==> src/lisms_pkg.sv <==
// constants and types for the line interface mode select channel
package lisms_pkg;
  // Functional notes
  // RL1: T1 or E1 chosen globally, from template pins or template register.
  // RL2: each channel: single rail, dual rail recovered, or dual rail raw slicing.
  // RL3: dual rail: tx rails drive the line pair; rx rails plus recovered clock.
  // RL4: after reset the channel runs dual rail with clock recovery.
  // RL5: raw mode: slicer pulses on the rx rails, their xor on rx clock.
  // RL6: single rail: one data pin each way, line coding, violations flagged.
  // RL7: negative tx rail high over 16 tx clocks enters single rail mode 1.
  // RL8: single rail mode 2: negative tx rail inserts a violation under AMI.
  // RL9: hardware mode: master clock pin state and held rail pick the mode.
  // RL10: host mode, clock running: select bits pick mode 2, recovered or raw.
  // RL11: host mode: master clock high forces raw, low powers receiver down.
  // RL12: edge select high: rx clock rising and serial clock falling active.
  // RL13: rx outputs active high on rx clock edge; serial out likewise.
  // RL14: raw mode: edge select sets polarity of the slicer rail outputs.
  // RL15: serial input sampled on rising serial clock edges.
  // RL16: tx data and violation input sampled on falling tx clock edges.
  // RL17: single rail decodes; dual rail recovered gives undecoded NRZ rails.
  // RL18: receiver detects alarms, violations and codes; changes may interrupt. Code detects violations and codes only; no alarms or interrupt.
  // RL19: recovery loop runs at sixteen times the line rate. Code steps its accumulator once per 20 MHz mclk instead.
  // RL20: dual rail modes bypass the line encoder and decoder.
  // RL21: held-rail count restarts on a low sample; pulses leave mode 1.

  localparam int MCLK_HZ         = 20_000_000;
  localparam int MCLK_PERIOD_NS  = 50;
  localparam int DPLL_OVERSAMPLE = 16;
  localparam int DPLL_HZ_T1      = 24_704_000;
  localparam int DPLL_HZ_E1      = 32_768_000;
  localparam int NCO_W           = 20;
  localparam logic [NCO_W-1:0] NCO_INC_T1 =
    NCO_W'((64'(DPLL_HZ_T1) << NCO_W) / (64'(DPLL_OVERSAMPLE) * 64'(MCLK_HZ)));
  localparam logic [NCO_W-1:0] NCO_INC_E1 =
    NCO_W'((64'(DPLL_HZ_E1) << NCO_W) / (64'(DPLL_OVERSAMPLE) * 64'(MCLK_HZ)));
  localparam logic [NCO_W-1:0] NCO_CENTER = 20'h80000;
  localparam logic [4:0] HELD_HIGH_EDGES = 5'h10;
  localparam int MCLK_IDLE_NS = 2000;
  localparam logic [7:0] MCLK_IDLE_CYC =
    8'((MCLK_IDLE_NS + MCLK_PERIOD_NS - 1) / MCLK_PERIOD_NS);
  localparam logic [2:0] TS_T1_FIRST = 3'h4;
  localparam logic [7:0] CLR_HDB3 = 8'h0f;
  localparam logic [7:0] CLR_B8ZS = 8'hff;

  typedef enum logic [2:0] {
    LISMS_DUAL_CR  = 3'b000,
    LISMS_DUAL_RAW = 3'b001,
    LISMS_SR1      = 3'b010,
    LISMS_SR2      = 3'b011,
    LISMS_PWRDN    = 3'b100
  } lisms_mode_t;
  localparam lisms_mode_t MODE_RST = LISMS_DUAL_CR;

  typedef enum logic [1:0] {
    LISMS_SYM_DATA = 2'b00,
    LISMS_SYM_BIP  = 2'b01,
    LISMS_SYM_VIOL = 2'b10,
    LISMS_SYM_CBIP = 2'b11
  } lisms_sym_t;
endpackage
==> src/lisms_channel.sv <==
`timescale 1ns/1ps
// one channel: system side mode select, line coding and receive data path
module lisms_channel
  import lisms_pkg::*;
#(
  parameter int BUF_W     = 4,
  parameter int BUF_DEPTH = 2
) (
  // clock and reset
  input  wire logic       mclk,
  input  wire logic       reset,
  // control pins and per-channel bits
  input  wire logic       host_mode,
  input  wire logic [2:0] template_select_pins,
  input  wire logic [2:0] template_select_reg,
  input  wire logic       recovery_select_bit,
  input  wire logic       single_rail_select_bit,
  input  wire logic       code_ami_sel,
  input  wire logic       edge_select_pin,
  input  wire logic       master_clock_pin,
  // system transmit side
  input  wire logic       tx_clock_in,
  input  wire logic       tx_pos_rail_in,
  input  wire logic       tx_neg_rail_in,
  input  wire logic       tx_single_data_in,
  // line side
  input  wire logic       slicer_pos_in,
  input  wire logic       slicer_neg_in,
  output logic            line_tx_tip,
  output logic            line_tx_ring,
  // system receive side
  input  wire logic       rx_sink_ready,
  output logic            rx_buf_ready,
  output logic            rx_pos_rail_out,
  output logic            rx_neg_rail_out,
  output logic            rx_recovered_clock_out,
  output logic            rx_single_data_out,
  output logic            code_violation_out,
  // host serial
  input  wire logic       host_serial_clock_in,
  input  wire logic       host_serial_in,
  output logic            host_serial_out,
  output logic [7:0]      host_serial_word,
  // status
  output logic [2:0]      mode_status,
  output logic            e1_mode
);

  // ----------------------------------------------------------------------
  // pin synchronisers
  // ----------------------------------------------------------------------
  localparam int NS = 15;
  localparam int AW = (BUF_DEPTH > 1) ? $clog2(BUF_DEPTH) : 1;
  wire [NS-1:0] pins_raw = {master_clock_pin, tx_clock_in, tx_pos_rail_in,
    tx_neg_rail_in, tx_single_data_in, slicer_pos_in, slicer_neg_in,
    host_serial_clock_in, host_serial_in, template_select_pins,
    edge_select_pin, host_mode, code_ami_sel};
  logic [NS-1:0] sy1, sy2;
  logic          mck_s, tck_s, tdp_s, tdn_s, tds_s, sp_s, sn_s;
  logic          sck_s, sdi_s, edge_select_pin_s, host_s, ami_s;
  logic [2:0]    ts_s;
  always_ff @(posedge mclk) begin
    if (reset) begin
      sy1 <= '0;
      sy2 <= '0;
    end else begin
      sy1 <= pins_raw;
      sy2 <= sy1;
    end
  end
  assign {mck_s, tck_s, tdp_s, tdn_s, tds_s, sp_s, sn_s, sck_s, sdi_s, ts_s,
          edge_select_pin_s, host_s, ami_s} = sy2;

  logic mck_d, tck_d, sck_d, pls_d;
  always_ff @(posedge mclk) begin
    if (reset) begin
      {mck_d, tck_d, sck_d, pls_d} <= 4'h0;
    end else begin
      {mck_d, tck_d, sck_d, pls_d} <= {mck_s, tck_s, sck_s, sp_s | sn_s};
    end
  end
  wire tclk_fall = tck_d & ~tck_s;
  wire sclk_rise = ~sck_d & sck_s;
  wire sclk_act  = edge_select_pin_s ? (sck_d & ~sck_s) : sclk_rise;

  // ----------------------------------------------------------------------
  // master clock activity and held rail detection
  // ----------------------------------------------------------------------
  logic [7:0] idle;
  logic [4:0] tdn_cnt;
  wire mclk_run = idle < MCLK_IDLE_CYC;
  wire held     = tdn_cnt > HELD_HIGH_EDGES;
  wire [4:0] tdn_inc = held ? tdn_cnt : tdn_cnt + 5'h01;
  always_ff @(posedge mclk) begin
    if (reset) begin
      idle    <= 8'h00;
      tdn_cnt <= 5'h00;
    end else begin
      idle <= (mck_s ^ mck_d) ? 8'h00 : (mclk_run ? idle + 8'h01 : idle);
      if (tclk_fall) begin
        tdn_cnt <= tdn_s ? tdn_inc : 5'h00; // RL7 RL21
      end
    end
  end

  // ----------------------------------------------------------------------
  // mode select
  // ----------------------------------------------------------------------
  lisms_mode_t mode, next_mode, run_mode;
  wire [2:0] ts_sel = host_s ? template_select_reg : ts_s;
  wire       e1     = ts_sel < TS_T1_FIRST; // RL1
  always_comb begin
    case ({recovery_select_bit, single_rail_select_bit})
      2'b01:   run_mode = LISMS_SR2; // RL8 RL10
      2'b10:   run_mode = LISMS_DUAL_RAW; // RL10
      default: run_mode = held ? LISMS_SR1 : LISMS_DUAL_CR; // RL10
    endcase
    if (!mclk_run) begin
      next_mode = mck_s ? LISMS_DUAL_RAW : LISMS_PWRDN; // RL9 RL11
    end else if (!host_s) begin
      next_mode = held ? LISMS_SR1 : LISMS_DUAL_CR; // RL9
    end else begin
      next_mode = run_mode; // RL2
    end
  end
  always_ff @(posedge mclk) begin
    if (reset) begin
      mode <= MODE_RST; // RL4
    end else begin
      mode <= next_mode;
    end
  end
  wire single = (mode == LISMS_SR1) | (mode == LISMS_SR2);
  wire coding = single & ~ami_s; // RL20

  // ----------------------------------------------------------------------
  // transmit encoder: eight bit window, substitutions marked as they enter
  // ----------------------------------------------------------------------
  logic [7:0]      enc_d;
  logic [7:0][1:0] enc_c, next_enc_c;
  logic            tx_pol, tx_odd;
  logic [7:0]      enc_nz;
  genvar gi;
  generate
    for (gi = 0; gi < 8; gi++) begin : g_nz
      assign enc_nz[gi] = enc_c[gi] != LISMS_SYM_DATA;
    end
  endgenerate
  wire b8_hit = coding & ~e1 & ~tds_s & (enc_d[6:0] == 7'h00) &
                (enc_nz[6:0] == 7'h00);
  wire hd_hit = coding & e1 & ~tds_s & (enc_d[2:0] == 3'h0) &
                (enc_nz[2:0] == 3'h0);
  always_comb begin
    next_enc_c = {enc_c[6:0], LISMS_SYM_DATA};
    if (b8_hit) begin
      next_enc_c[0] = LISMS_SYM_BIP;
      next_enc_c[1] = LISMS_SYM_VIOL;
      next_enc_c[3] = LISMS_SYM_BIP;
      next_enc_c[4] = LISMS_SYM_VIOL;
    end else if (hd_hit) begin
      next_enc_c[0] = LISMS_SYM_VIOL;
      next_enc_c[3] = LISMS_SYM_CBIP;
    end
  end
  // in mode 2 the negative rail pin doubles as the violation insert input
  wire bipolar_violation_insert_in = tdn_s;
  wire bpv  = (mode == LISMS_SR2) & ami_s & bipolar_violation_insert_in; // RL8
  wire [1:0] oc = enc_c[7];
  wire tx_v = (oc == LISMS_SYM_VIOL) | bpv;
  wire tx_b = ~tx_v & ((oc == LISMS_SYM_BIP) | ((oc == LISMS_SYM_CBIP) & ~tx_odd) |
              ((oc == LISMS_SYM_DATA) & enc_d[7]));
  wire tx_p = tx_v ? tx_pol : ~tx_pol;
  always_ff @(posedge mclk) begin
    if (reset) begin
      enc_d       <= 8'h00;
      enc_c       <= '0;
      tx_pol      <= 1'b0;
      tx_odd      <= 1'b0;
      line_tx_tip  <= 1'b0;
      line_tx_ring <= 1'b0;
    end else if (tclk_fall) begin // RL16
      enc_d <= {enc_d[6:0], tds_s};
      enc_c <= next_enc_c; // RL6
      if (single) begin
        line_tx_tip  <= (tx_v | tx_b) & tx_p; // RL6
        line_tx_ring <= (tx_v | tx_b) & ~tx_p;
        tx_pol       <= (tx_v | tx_b) ? tx_p : tx_pol;
        tx_odd       <= tx_v ? 1'b0 : tx_odd ^ tx_b;
      end else begin
        line_tx_tip  <= tdp_s; // RL3 RL20
        line_tx_ring <= tdn_s;
      end
    end
  end

  // ----------------------------------------------------------------------
  // clock recovery: phase accumulator stepped each mclk, one overflow per bit
  // ----------------------------------------------------------------------
  logic [NCO_W-1:0] acc;
  logic             seen_p, seen_n;
  wire [NCO_W:0] acc_sum = {1'b0, acc} + {1'b0, e1 ? NCO_INC_E1 : NCO_INC_T1}; // RL19
  wire pls_rise = (sp_s | sn_s) & ~pls_d;
  wire strobe   = acc_sum[NCO_W] & ~pls_rise;
  wire [NCO_W-1:0] next_acc = pls_rise ? NCO_CENTER : acc_sum[NCO_W-1:0];
  always_ff @(posedge mclk) begin
    if (reset) begin
      acc    <= '0;
      seen_p <= 1'b0;
      seen_n <= 1'b0;
    end else begin
      acc    <= next_acc;
      seen_p <= (seen_p & ~strobe) | sp_s;
      seen_n <= (seen_n & ~strobe) | sn_s;
    end
  end

  // ----------------------------------------------------------------------
  // receive decoder window and two-entry buffer
  // ----------------------------------------------------------------------
  logic [7:0] dm, dv, dp;
  logic       rx_pol;
  logic [BUF_W-1:0] buf_q [BUF_DEPTH];
  logic [AW-1:0]    wp, rp;
  logic [AW:0]      cnt;
  wire buf_full  = cnt == (AW+1)'(BUF_DEPTH);
  wire buf_empty = cnt == '0;
  wire r_pls  = seen_p | seen_n;
  wire r_viol = r_pls & (seen_p == rx_pol); // RL18
  wire hd_clr = coding & e1 & r_viol & ~dm[1] & ~dm[0];
  wire b8_clr = coding & ~e1 & r_pls & ~r_viol & dv[0] & ~dm[1] & dm[2] &
                ~dv[2] & dv[3] & (dm[6:4] == 3'h0);
  wire [7:0] clr = hd_clr ? CLR_HDB3 : (b8_clr ? CLR_B8ZS : 8'h00); // RL6 RL17
  wire push = strobe & ~buf_full;
  wire pop  = strobe & rx_sink_ready & ~buf_empty;
  wire [BUF_W-1:0] entry = {dm[7], single & dv[7], dm[7] & dp[7], dm[7] & ~dp[7]};
  wire [BUF_W-1:0] head  = buf_q[rp];
  always_ff @(posedge mclk) begin
    if (reset) begin
      dm     <= 8'h00;
      dv     <= 8'h00;
      dp     <= 8'h00;
      rx_pol <= 1'b0;
      wp     <= '0;
      rp     <= '0;
      cnt    <= '0;
    end else begin
      if (push) begin // window holds while the buffer is full
        dm     <= {dm[6:0], r_pls} & ~clr;
        dv     <= {dv[6:0], r_viol} & ~clr;
        dp     <= {dp[6:0], seen_p};
        rx_pol <= r_pls ? seen_p : rx_pol;
        buf_q[wp] <= entry;
        wp <= (wp == AW'(BUF_DEPTH - 1)) ? '0 : wp + 1'b1;
      end
      if (pop) begin
        rp <= (rp == AW'(BUF_DEPTH - 1)) ? '0 : rp + 1'b1;
      end
      cnt <= cnt + (AW+1)'(push) - (AW+1)'(pop);
    end
  end

  // ----------------------------------------------------------------------
  // receive outputs
  // ----------------------------------------------------------------------
  wire raw_p = sp_s;
  wire raw_n = sn_s;
  wire pd    = mode == LISMS_PWRDN;
  always_ff @(posedge mclk) begin
    if (reset) begin
      rx_pos_rail_out        <= 1'b0;
      rx_neg_rail_out        <= 1'b0;
      rx_recovered_clock_out <= 1'b0;
      rx_single_data_out     <= 1'b0;
      code_violation_out     <= 1'b0;
      rx_buf_ready           <= 1'b1;
    end else begin
      rx_buf_ready <= ~buf_full | pop;
      if (pd) begin
        {rx_pos_rail_out, rx_neg_rail_out, rx_recovered_clock_out} <= 3'h0;
        {rx_single_data_out, code_violation_out} <= 2'h0;
      end else if (mode == LISMS_DUAL_RAW) begin
        rx_pos_rail_out        <= raw_p ^ ~edge_select_pin_s; // RL5 RL14
        rx_neg_rail_out        <= raw_n ^ ~edge_select_pin_s;
        rx_recovered_clock_out <= raw_p ^ raw_n; // RL5
      end else begin
        rx_recovered_clock_out <= next_acc[NCO_W-1] ^ edge_select_pin_s; // RL12
        if (pop) begin // RL13
          rx_single_data_out <= single & head[3]; // RL17
          code_violation_out <= head[2];
          rx_pos_rail_out    <= ~single & head[1];
          rx_neg_rail_out    <= ~single & head[0];
        end
      end
    end
  end

  // ----------------------------------------------------------------------
  // host serial shifter and status
  // ----------------------------------------------------------------------
  logic [7:0] sdo_sh;
  logic [2:0] sdo_bit;
  always_ff @(posedge mclk) begin
    if (reset) begin
      host_serial_word <= 8'h00;
      host_serial_out  <= 1'b0;
      sdo_sh           <= 8'h00;
      sdo_bit          <= 3'h0;
      mode_status      <= MODE_RST;
      e1_mode          <= 1'b0;
    end else begin
      mode_status <= mode;
      e1_mode     <= e1;
      if (sclk_rise) begin
        host_serial_word <= {host_serial_word[6:0], sdi_s}; // RL15
      end
      if (sclk_act) begin // RL12 RL13
        host_serial_out <= (sdo_bit == 3'h0) ? e1 : sdo_sh[7];
        sdo_sh  <= (sdo_bit == 3'h0) ? {mode, held, mclk_run, 3'h0} : sdo_sh << 1;
        sdo_bit <= sdo_bit + 3'h1;
      end
    end
  end

  // ----------------------------------------------------------------------
  // assertions
  // ----------------------------------------------------------------------
  property p_reset_mode; // RL4
    @(posedge mclk) $fell(reset) |-> mode == LISMS_DUAL_CR;
  endproperty
  a_reset_mode: assert property (p_reset_mode) else $error("mode not dual after reset"); // RL4

  property p_sr1_entry; // RL7
    @(posedge mclk) disable iff (reset)
      (held && mclk_run && !(host_s && (recovery_select_bit || single_rail_select_bit)))
      |=> mode == LISMS_SR1;
  endproperty
  a_sr1_entry: assert property (p_sr1_entry) else $error("held rail not mode 1"); // RL7

  property p_held_restart; // RL21
    @(posedge mclk) disable iff (reset) (tclk_fall && !tdn_s) |=> !held && tdn_cnt == 5'h00;
  endproperty
  a_held_restart: assert property (p_held_restart) else $error("count not restarted"); // RL21

  property p_mclk_high; // RL11
    @(posedge mclk) disable iff (reset) (!mclk_run && mck_s) |=> mode == LISMS_DUAL_RAW;
  endproperty
  a_mclk_high: assert property (p_mclk_high) else $error("mclk high not raw"); // RL11

  property p_sr2; // RL10
    @(posedge mclk) disable iff (reset)
      (host_s && mclk_run && !recovery_select_bit && single_rail_select_bit)
      |=> mode == LISMS_SR2;
  endproperty
  a_sr2: assert property (p_sr2) else $error("select bits not mode 2"); // RL10

  property p_raw_xor; // RL5
    @(posedge mclk) disable iff (reset)
      mode == LISMS_DUAL_RAW |=> rx_recovered_clock_out == ($past(raw_p) ^ $past(raw_n));
  endproperty
  a_raw_xor: assert property (p_raw_xor) else $error("raw clock not xor"); // RL5

  property p_raw_pol; // RL14
    @(posedge mclk) disable iff (reset)
      mode == LISMS_DUAL_RAW |=> rx_pos_rail_out == ($past(raw_p) ^ !$past(edge_select_pin_s));
  endproperty
  a_raw_pol: assert property (p_raw_pol) else $error("raw rail polarity wrong"); // RL14

  property p_dual_tx; // RL3
    @(posedge mclk) disable iff (reset)
      (tclk_fall && !single) |=> line_tx_tip == $past(tdp_s) && line_tx_ring == $past(tdn_s);
  endproperty
  a_dual_tx: assert property (p_dual_tx) else $error("dual tx rails wrong"); // RL3

  property p_rclk_edge; // RL12
    @(posedge mclk) disable iff (reset)
      (strobe && !pd && mode != LISMS_DUAL_RAW) |=> rx_recovered_clock_out == $past(edge_select_pin_s);
  endproperty
  a_rclk_edge: assert property (p_rclk_edge) else $error("rx clock edge wrong"); // RL12

endmodule

==> config.mk <==
export PLATFORM = sky130hd
export DESIGN_NAME = lisms_channel
export DESIGN_NICKNAME = d
export VERILOG_FILES = /design/src/lisms_pkg.sv /design/src/lisms_channel.sv
export SDC_FILE = /design/constraint.sdc
export NUM_CORES = 1
export LEC_CHECK = 0
export ABC_AREA = 1
export BUFFER_PORTS_ARGS = -buffer_cell sky130_fd_sc_hd__clkbuf_2
export CAP_MARGIN = 25
export CORE_MARGIN = 2
export CORE_UTILIZATION = 60
export CTS_CLUSTER_DIAMETER = 120
export DETAILED_ROUTE_END_ITERATION = 10
export PLACE_DENSITY = 0.81
export SLEW_MARGIN = 20
export SYNTH_ARGS = -nofsm -noshare
export SYNTH_HDL_FRONTEND = slang
export SYNTH_SLANG_ARGS = --single-unit
==> constraint.sdc <==
create_clock -name mclk -period 4.98 [get_ports mclk]
set_clock_uncertainty 0.1 [all_clocks]
set_input_delay 0.747 -clock mclk [delete_from_list [all_inputs] [get_ports mclk]]
set_output_delay 0.747 -clock mclk [all_outputs]
set_load 0.05 [all_outputs]
==> qor.csv, run 1 <==
metric;value;unit
Fillers;877;
register area share after synthesis;48.5;%
Post-Syn Instances;880;
Mapped Avg Cell Area;7.69;µm²
hold_buf cts;0;
crit path max-delay cell type;ha_1;
Detailed Routing Iterations Pass 1;4;
Sequential Area;0.00328;mm²
status;completed;
Sink Count;160;
Worst R2R Path Depth;15;
Port Buffers;39;
sw frac;26.8;%
Tcrit/Tclk final;69.3;%
final wirelength;13000;µm
CP Capture Type;flop;
vias in the first global route;4954;
post-synth top area share;45.0;%
Max H-tree Level;4;
Synth Register Bits;160;
Setup Buffers After CTS;0;
Buffers & Inverters on Critical Path;4;
leakage power;3.37;nW
FFs w/ async S/R, synth;0;%
cell mode on critical path;nand2_1;
max-cap viol count;0;
clock-pin slew on the worst setup and hold paths;60;ps
R2R setup slack;1570;ps
Syn Nets;921;
vias per inst;5.11;
setup TNS;0;ps
Core ar.;0.0109;mm²
die span in x;110;µm
Placer Congestion;0.891;
Resize count post-CTS;0;
n_diodes;0;
Synth Flop Type;dfxtp_1;
placed wire-length estimate;8610;µm
Pint;2.16;mW
initial antenna violation count;0;
clk buf depth;2;
dominant cell type by area after synthesis;dfxtp_1;
Crit Reg-Reg Endpoint;buf_q[0][0];
Final Max Slew Viols;0;
Hold Path Depth;2;
Worst Hold Class;reg -> reg;
crit-path max FO;28;
WP data required;4970;ps
largest cells by area after synthesis;dfxtp_1 45%, nor2_1 7.6%, nand2_1 7.5%;
CTS tree;yes;
Die Height;110;µm
Hold Vio Cnt, Final;0;
Worst VDD drop;322;µV
CP arrival;3440;ps
Crit. path cell count;15;
min Tclk post-route;3450;ps
headroom to the max-slew limit;35.8;%
Synth-to-Final Area Change;12.3;%
total track usage;22.9;%
Post-synth top cells;152 x dfxtp_1, 137 x nor2_1, 135 x nand2_1, 121 x inv_1, 70 x a21oi_1;
Worst Hold Slack;298;ps
RSZ-0062 raised after global routing;no;
CP top delay family;simple AND/OR/NAND/NOR gates;
Worst Hold Path EP;sy2[11];
Remaining DRCs;0;
worst slew pin tran;960;ps
CTS buffer count;17;
1st-iter DRT viols;306;
Wirelength per Cell;12.1;µm
Peak Freq;0.290;GHz
via count;5465;
Post-Syn Area;0.00677;mm²
most numerous cell in the Yosys netlist;dfxtp_1;
post-route ant nets;0;
startpoint class of the critical path;input pin;
starting density of the core;61.9;%
worst path cell trace;clkbuf_2, nand2_1, nand2_1, inv_1, ha_1, nand2_1, inv_1, nand2_2, nor2_2, nand3_1, nand3_2, nand3_4, inv_4, nand2_8, nor2_1;
Die Area;0.0121;mm²
nets;957;
Post-synth EDFFs;8;
yosys warns;0;
GRT overflow;0;
clk_lat worst skew;420;ps
Gate power share;12.0;%
footprint of the multi-input gates;0.00288;mm²
pin count of the biggest net entering global routing;71;
Crit Path Class;in -> reg;
sequential share of power;46.9;%
Clk network pwr share;41.1;%
Final setup viols;0;
pre-CTS setup slack;1080;ps
hold_sp;sy1[11];
Root Buffer;clkbuf_16;
pwr dens;389;mW/mm²
first-pass GRT wire length;21700;µm
row count;38;
Slowest Stage Delay on Critical Path;370;ps
number of distinct library cells after synthesis;51;
Crit Reg-Reg Startpoint;sy2[1];
P_sw;792;µW
I/O Pins;44;
crit path setup slack, layout;1530;ps
layout cells sized above 1;12.1;%
layout by cell type, fill, tap and decap left out, types with 4 or more instances in the layout:
cell / netlist / layout
o21ai_1: 5 / 5
a21oi_2: 5 / 5
ha_1: 18 / 18
inv_2: 5 / 5
nand3_1: 40 / 40
nand4_1: 10 / 10
o21ai_2: 5 / 5
clkbuf_2: 0 / 39
a21oi_1: 70 / 70
or2_2: 8 / 8
inv_1: 121 / 121
edfxtp_1: 8 / 8
nor2_1: 137 / 137
o21ai_0: 61 / 61
dfxtp_1: 152 / 152
nor4_1: 4 / 4
nor2_2: 7 / 7
clkbuf_16: 0 / 18
clkinv_2: 0 / 4
xor2_1: 9 / 9
o21bai_1: 7 / 7
nor3_1: 10 / 10
nand2_1: 135 / 135
a31oi_1: 5 / 5
power by group through the flow:
stage	clock network (mW)	registers (mW)	logic [mW]
2_1_floorplan	0	1.43	0.261
3_3_place_gp	0	1.41	0.343
3_5_place_dp	0	1.41	0.349
4_1_cts	1.23	1.39	0.354
5_1_grt	1.28	1.39	0.409
6_report	1.22	1.39	0.354
routing by layer:
metal	GRT usage, %	part of all wire (%)	vias up
met3	5.94	3.8	14
li1	-	-	2902
met2	37.3	47	99
met5	0	0	-
met1	29.5	48	2450
met4	7.86	1.4	0
per-stage QoR:
| stage | cells | power, mW | cell area, µm² | utilization (%) |
|---|---|---|---|---|
| 6_report | 1069 | 2.96 | 7600 | 69.5 |
| 5_1_grt | 1069 | 3.09 | 7600 | 69.5 |
| 4_1_cts | 1069 | 2.97 | 7600 | 69.5 |
| 3_5_place_dp | 1037 | 1.76 | 7040 | 64.4 |
| 3_3_place_gp | 1037 | 1.76 | 7040 | 64.4 |
| 2_1_floorplan | 880 | 1.69 | 6770 | - |
flip-flops by register name (all words and copies together), names as in the netlist, 5 cells and up, named ones only:
register and cells:
acc 19, buf_q 8, dm 8, dp 8, dv 8, enc_c 14, enc_d 8, host_serial_word 8
idle 8, sdo_sh 5, sy1 13, sy2 13, tdn_cnt 5
how the worst max path moves through the flow:
stage                                      start     endpoint  slack [ps]
after floorplan           template_select_reg[2]  buf_q[0][0]        1960
after global placement    template_select_reg[2]  buf_q[0][1]        1100
after detailed placement  template_select_reg[2]  buf_q[0][0]        1080
after CTS                 template_select_reg[2]  buf_q[0][0]        1520
after global routing                      sy2[1]  buf_q[0][0]        1250
final                     template_select_reg[2]  buf_q[0][0]        1530
layout make-up:
cell class              instances  area share [%]
flip-flops and latches        160            43.2
multi-input cells             566            37.9
inverters                     130            6.45
clock buffers                  21            6.34
repair buffers                 41            2.77
well taps                     140            2.30
clock inverters                11            1.04
worst register-to-register path: cells and delay by family (launching register included):
family / cells / cell delay (ps)
adder cells (fa/ha/maj): 1 / 370
buffers and inverters: 4 / 750
flip-flops: 1 / 310
AND/OR/NAND/NOR: 10 / 1560
kinds of logic after synthesis:
logic type | count (synthesis) | synth area share, %
flip-flops | 160 | 48.5
buffers and inverters | 154 | 8.95
adder cells (fa/ha/maj) | 18 | 3.33
AND/OR/NAND/NOR | 366 | 23.7
AO/OA/AOI/OAI | 172 | 14.2
XOR/XNOR | 10 | 1.29
Power figures use the tool's default switching activity.
==> run 2, diff against run 1 <==
--- a/config.mk
+++ b/config.mk
@@ -9,10 +9,10 @@
 export BUFFER_PORTS_ARGS = -buffer_cell sky130_fd_sc_hd__clkbuf_2
 export CAP_MARGIN = 25
 export CORE_MARGIN = 2
-export CORE_UTILIZATION = 60
+export CORE_UTILIZATION = 54
 export CTS_CLUSTER_DIAMETER = 120
 export DETAILED_ROUTE_END_ITERATION = 10
-export PLACE_DENSITY = 0.81
+export PLACE_DENSITY = 0.77
 export SLEW_MARGIN = 20
 export SYNTH_ARGS = -nofsm -noshare
 export SYNTH_HDL_FRONTEND = slang
==> constraint.sdc (replaced) <==
create_clock -name mclk -period 2.95 [get_ports mclk]
set_clock_uncertainty 0.1 [all_clocks]
set_input_delay 0.4425 -clock mclk [delete_from_list [all_inputs] [get_ports mclk]]
set_output_delay 0.4425 -clock mclk [all_outputs]
set_load 0.05 [all_outputs]
==> run 2 against run 1 <==
  * Critical path depth unchanged
  * Sequential share of layout area shrank 0.67 points
  * Critical path type is now reg -> reg
  * Sequential power grew 68%
  * Combinational power increased by 72%
  * Flip-flop and latch count did not move
  * Largest cell class unchanged
==> qor.csv, run 2 (same netlist as run 1, synthesis figures left out) <==
metric;value;unit;change
status;completed;;
pwr dens;651;mW/mm²;+67%
final wirelength;12600;µm;-3.2%
Synth-to-Final Area Change;14.0;%;
hold_buf cts;0;;unchanged
CP arrival;2620;ps;-820 ps
Final setup viols;0;;unchanged
vias in the first global route;4904;;-1.0%
Worst VDD drop;502;µV;+56%
RSZ-0062 raised after global routing;no;;
WP data required;2940;ps;-2030 ps
first-pass GRT wire length;21700;µm;+0.38%
pin count of the biggest net entering global routing;39;;-45%
starting density of the core;55.9;%;-6.0 points
commonest non-fill, non-tap cell in the layout;dfxtp_1;;
post-route ant nets;0;;unchanged
crit path max-delay cell type;ha_1;;
initial antenna violation count;0;;unchanged
max reg flops;19;;unchanged
Port Buffers;39;;unchanged
clk buf depth;2;;unchanged
Detailed Routing Iterations Pass 1;5;;+1
n_diodes;0;;unchanged
Placer Congestion;0.908;;+2.0%
worst path cell trace;inv_1, nand2_1, nand2_1, inv_1, ha_1, nand2_1, inv_1, nand2_2, nor2_2, nand3_1, nand3_2, nand3_4, inv_4, nand2_8, nor2_1;;
Resize count post-CTS;0;;unchanged
setup TNS;0;ps;unchanged
startpoint class of the critical path;flop;;
headroom to the max-slew limit;60.7;%;+25 points
Sink Count;160;;unchanged
register with the most flip-flops;acc;;
Fillers;1054;;+20%
Tcrit/Tclk final;89.0;%;
crit path setup slack, layout;323;ps;-1200 ps
Root Buffer;clkbuf_16;;
clock-pin slew on the worst setup and hold paths;60;ps;about the same
Worst Hold Class;in -> reg;;
Setup Buffers After CTS;0;;unchanged
Die Height;116;µm;+5.2%
clk_lat worst skew;430;ps;about the same
crit-path max FO;7;;-75%
Core ar.;0.0121;mm²;+11%
pre-CTS setup slack;159;ps;-925 ps
I/O Pins;44;;unchanged
max-cap viol count;0;;unchanged
worst slew pin tran;585;ps;-375 ps
Post-Layout Cell Count;1107;;+3.6%
Peak Freq;0.381;GHz;
vias per inst;4.90;;-4.1%
Max H-tree Level;4;;unchanged
Largest regs;acc: 19 flops, enc_c: 14 flops;;
Hold Vio Cnt, Final;0;;unchanged
placed wire-length estimate;8710;µm;+1.1%
total track usage;20.5;%;-2.3 points
min Tclk post-route;2630;ps;
Remaining DRCs;0;;unchanged
Final Max Slew Viols;0;;unchanged
GRT overflow;0;;unchanged
Wirelength per Cell;11.4;µm;-6.6%
CTS buffer count;17;;unchanged
nets;968;;+1.1%
placed cell count;1076;;+3.8%
1st-iter DRT viols;295;;-3.6%
via count;5427;;-0.70%
Die Area;0.0134;mm²;+11%
Core Util, Final;63.7;%;-5.8 points
Slowest Stage Delay on Critical Path;350;ps;-20 ps
leakage power;3.43;nW;+1.7%
CP Capture Type;flop;;
CTS tree;yes;;
die span in x;116;µm;+5.2%
row count;40;;+5.3%
most frequent cells in the layout;152 x dfxtp_1, 137 x nor2_1, 135 x nand2_1, 121 x inv_1, 70 x a21oi_1;;
Crit Path Class;reg -> reg;;
layout cells sized above 1;13.0;%;+0.94 points
run 2: cell count changes in the layout (fill, tap and decap cells not counted):
cell / delta
buf_4: +11
bufinv_16: +1
clkbuf_16: -1
clkinv_2: -1
clkinvlp_4: -1
inv_6: +1
run 2: path summary, 6_finish.rpt:
kind,startpoint,to,slack [ps],cells after the start
worst min-delay path,tx_clock_in,sy1[13],100,3
worst max-delay path,sy2[1],buf_q[0][0],320,15
worst min register to register,sy1[2],sy2[2],290,2
worst max register to register,sy2[1],buf_q[0][0],320,15
run 2: power by group:
part	internal [mW]	switching [mW]	total [mW]	leakage, nW
Sequential	2.28	0.0657	2.34	1.32
Clock	1.21	0.865	2.07	0.277
Combinational	0.217	0.392	0.609	1.83
Total	3.70	1.32	5.02	3.43
run 2: metrics by stage:
| step | total power, mW | hold WS (ps) | instance area (µm²) |
|---|---|---|---|
| global route | 5.27 | 99.1 | 7720 |
| finish | 5.02 | 101 | 7720 |
| global placement | 2.98 | 290 | 7160 |
| floorplan | 2.85 | 288 | 6770 |
| detailed placement | 2.99 | 294 | 7160 |
| CTS | 5.06 | 83.5 | 7720 |
run 2: worst max-delay path: cells and delay by family (launching register included):
kind | cells | cell delay, ps
DFF | 1 | 310
buffers and inverters | 4 | 430
adders and majority gates | 1 | 350
and+or+nand+nor | 10 | 1110
run 2: per-layer routing:
metal	global-route usage, %	vias up	wire length [µm]
met5	0	-	0
met4	7.22	0	159
met3	5.75	14	488
met2	32.9	78	5650
met1	26.8	2406	6270
li1	-	2929	-
run 2: layout make-up:
cell class / count / area (µm²) / share of cell area (%)
sequential: 160 / 3280 / 42.5
timing repair buffer: 52 / 293 / 3.79
clock buffer: 20 / 457 / 5.92
multi-input combinational: 566 / 2880 / 37.3
inverter: 130 / 490 / 6.35
tap: 168 / 210 / 2.72
clock inverter: 11 / 105 / 1.36
==> run 3, diff against run 2 <==
--- a/config.mk
+++ b/config.mk
@@ -9,10 +9,11 @@
 export BUFFER_PORTS_ARGS = -buffer_cell sky130_fd_sc_hd__clkbuf_2
 export CAP_MARGIN = 25
 export CORE_MARGIN = 2
-export CORE_UTILIZATION = 54
+export CORE_UTILIZATION = 56
+export CTS_BUF_LIST = sky130_fd_sc_hd__clkbuf_4 sky130_fd_sc_hd__clkbuf_8
 export CTS_CLUSTER_DIAMETER = 120
 export DETAILED_ROUTE_END_ITERATION = 10
-export PLACE_DENSITY = 0.77
+export PLACE_DENSITY = 0.79
 export SLEW_MARGIN = 20
 export SYNTH_ARGS = -nofsm -noshare
 export SYNTH_HDL_FRONTEND = slang
==> run 3 against run 2 <==
  * Worst hold slack worse by 30 ps
  * Critical path depth stayed put
  * Final cell count is 1.8% lower
  * Sequential share of layout area is 1.0 points higher
  * Largest cell class unchanged
  * Highest routed layer unchanged
==> qor.csv, run 3 (same netlist as run 1, synthesis figures left out) <==
metric;value;unit;change
Root Buffer;clkbuf_8;;
I/O Pins;44;;unchanged
Worst setup startpoint;sy2[1];;
clk_lat worst skew;450;ps;+20 ps
Worst Hold Slack;70.9;ps;-29.7 ps
Hold Vio Cnt, Final;0;;unchanged
Fillers;1064;;+0.95%
nets;968;;unchanged
Core Util, Final;63.3;%;-0.47 points
clock-pin slew on the worst setup and hold paths;80;ps;+20 ps
Worst Hold Class;in -> reg;;
post-route ant nets;0;;unchanged
final wirelength;12700;µm;+1.2%
setup TNS;0;ps;unchanged
Detailed Routing Iterations Pass 1;5;;unchanged
Largest regs;acc: 19 flops, enc_c: 14 flops;;
initial antenna violation count;0;;unchanged
Setup Buffers After CTS;0;;unchanged
R2R setup slack;290;ps;-30 ps
placed wire-length estimate;8930;µm;+2.6%
Tcrit/Tclk final;90.2;%;+1.1 points
commonest non-fill, non-tap cell in the layout;dfxtp_1;;
Critical Path End;buf_q[0][0];;
total track usage;20.8;%;+0.25 points
Worst R2R Path Depth;15;;unchanged
Remaining DRCs;0;;unchanged
Final setup viols;0;;unchanged
GRT overflow;0;;unchanged
row count;40;;unchanged
vias per inst;5.00;;+2.1%
first-pass GRT wire length;21700;µm;about the same
Port Buffers;39;;unchanged
Die Area;0.0130;mm²;-3.4%
min Tclk post-route;2660;ps;+33.5 ps
starting density of the core;56.8;%;+0.94 points
Crit Reg-Reg Endpoint;buf_q[0][0];;
1st-iter DRT viols;395;;+34%
max reg flops;19;;unchanged
Worst VDD drop;368;µV;-27%
worst slew pin tran;754;ps;+169 ps
status;completed;;
RSZ-0062 raised after global routing;no;;
Total Power;4.58;mW;-8.8%
crit-path max FO;7;;unchanged
Wirelength per Cell;11.7;µm;+3.1%
leakage power;3.36;nW;-1.8%
hold_sp;template_select_pins[2];;
CP Capture Type;flop;;
Crit Reg-Reg Startpoint;sy2[1];;
clk buf depth;2;;unchanged
hold_buf cts;0;;unchanged
headroom to the max-slew limit;49.8;%;-11 points
pwr dens;608;mW/mm²;-6.6%
Placer Congestion;0.875;;-3.7%
max-cap viol count;0;;unchanged
pre-CTS setup slack;85.9;ps;-73.6 ps
layout cells sized above 1;13.3;%;+0.31 points
n_diodes;0;;unchanged
WP data required;2980;ps;+40 ps
crit path setup slack, layout;290;ps;-33.5 ps
CTS buffer count;17;;unchanged
footprint of the multi-input gates;0.00288;mm²;unchanged
Die Height;114;µm;-1.7%
Crit Path Class;reg -> reg;;
CP arrival;2690;ps;+70 ps
vias in the first global route;4873;;-0.63%
Core ar.;0.0119;mm²;-1.7%
die span in x;114;µm;-1.7%
Sink Count;160;;unchanged
register with the most flip-flops;acc;;
pin count of the biggest net entering global routing;70;;+79%
CTS tree;yes;;
Sequential Area;0.00328;mm²;unchanged
Peak Freq;0.376;GHz;-1.3%
Resize count post-CTS;0;;unchanged
Synth-to-Final Area Change;11.3;%;
via count;5439;;+0.22%
Final Max Slew Viols;0;;unchanged
most frequent cells in the layout;152 x dfxtp_1, 137 x nor2_1, 135 x nand2_1, 120 x inv_1, 70 x a21oi_1;;
Max H-tree Level;4;;unchanged
startpoint class of the critical path;flop;;
-- run 3: where the power goes --
part / internal [mW] / switching, mW / leakage [nW]
sequential: 2.27 / 0.0648 / 1.32
clock: 0.847 / 0.769 / 0.214
combinational: 0.227 / 0.399 / 1.83
total: 3.35 / 1.23 / 3.36
-- run 3: routing by layer --
layer | track usage, % | wire (µm) | share of wire [%] | vias up
met3 | 4.73 | 573 | 4.5 | 18
met2 | 33.8 | 5800 | 46 | 104
met4 | 7.72 | 213 | 1.7 | 0
met5 | 0 | 0 | 0 | -
met1 | 27.2 | 6140 | 48 | 2398
li1 | - | - | - | 2919
-- run 3: cell type report --
cell class | instances | area share, %
Timing Repair Buffer | 52 | 3.89
Multi-Input combinational cell | 566 | 38.2
Clock buffer | 23 | 3.95
Clock inverter | 9 | 1.41
Sequential cell | 160 | 43.6
Tap cell | 147 | 2.44
Inverter | 130 | 6.51
-- run 3: how the worst min path moves through the flow --
stage          endpoint  slack (ps)  cells after the start
3_5_place_dp     sy2[1]         290                      2
5_1_grt         sy1[13]          60                      3
3_3_place_gp     sy2[5]         290                      2
6_report         sy1[5]          70                      3
4_1_cts          sy1[5]          40                      3
2_1_floorplan    sy2[0]         290                      2
-- run 3: worst max-delay path, stage by stage (launching register included) --
cell and delay (ps):
dfxtp_1 330, inv_1 50, nand2_1 50, nand2_1 130, buf_4 210, ha_1 380, nand2_1 100, nor2_1 110
nand2_1 60, nand2_1 70, nand2_1 60, nand3_2 150, nand3_4 110, inv_4 100, nand2_8 80, nor2_1 270
-- run 3: metrics by stage --
step / area (µm²) / cells
finish: 7530 / 1087
global route: 7530 / 1087
CTS: 7530 / 1087
detailed placement: 7130 / 1055
global placement: 7130 / 1055
floorplan: 6770 / 880
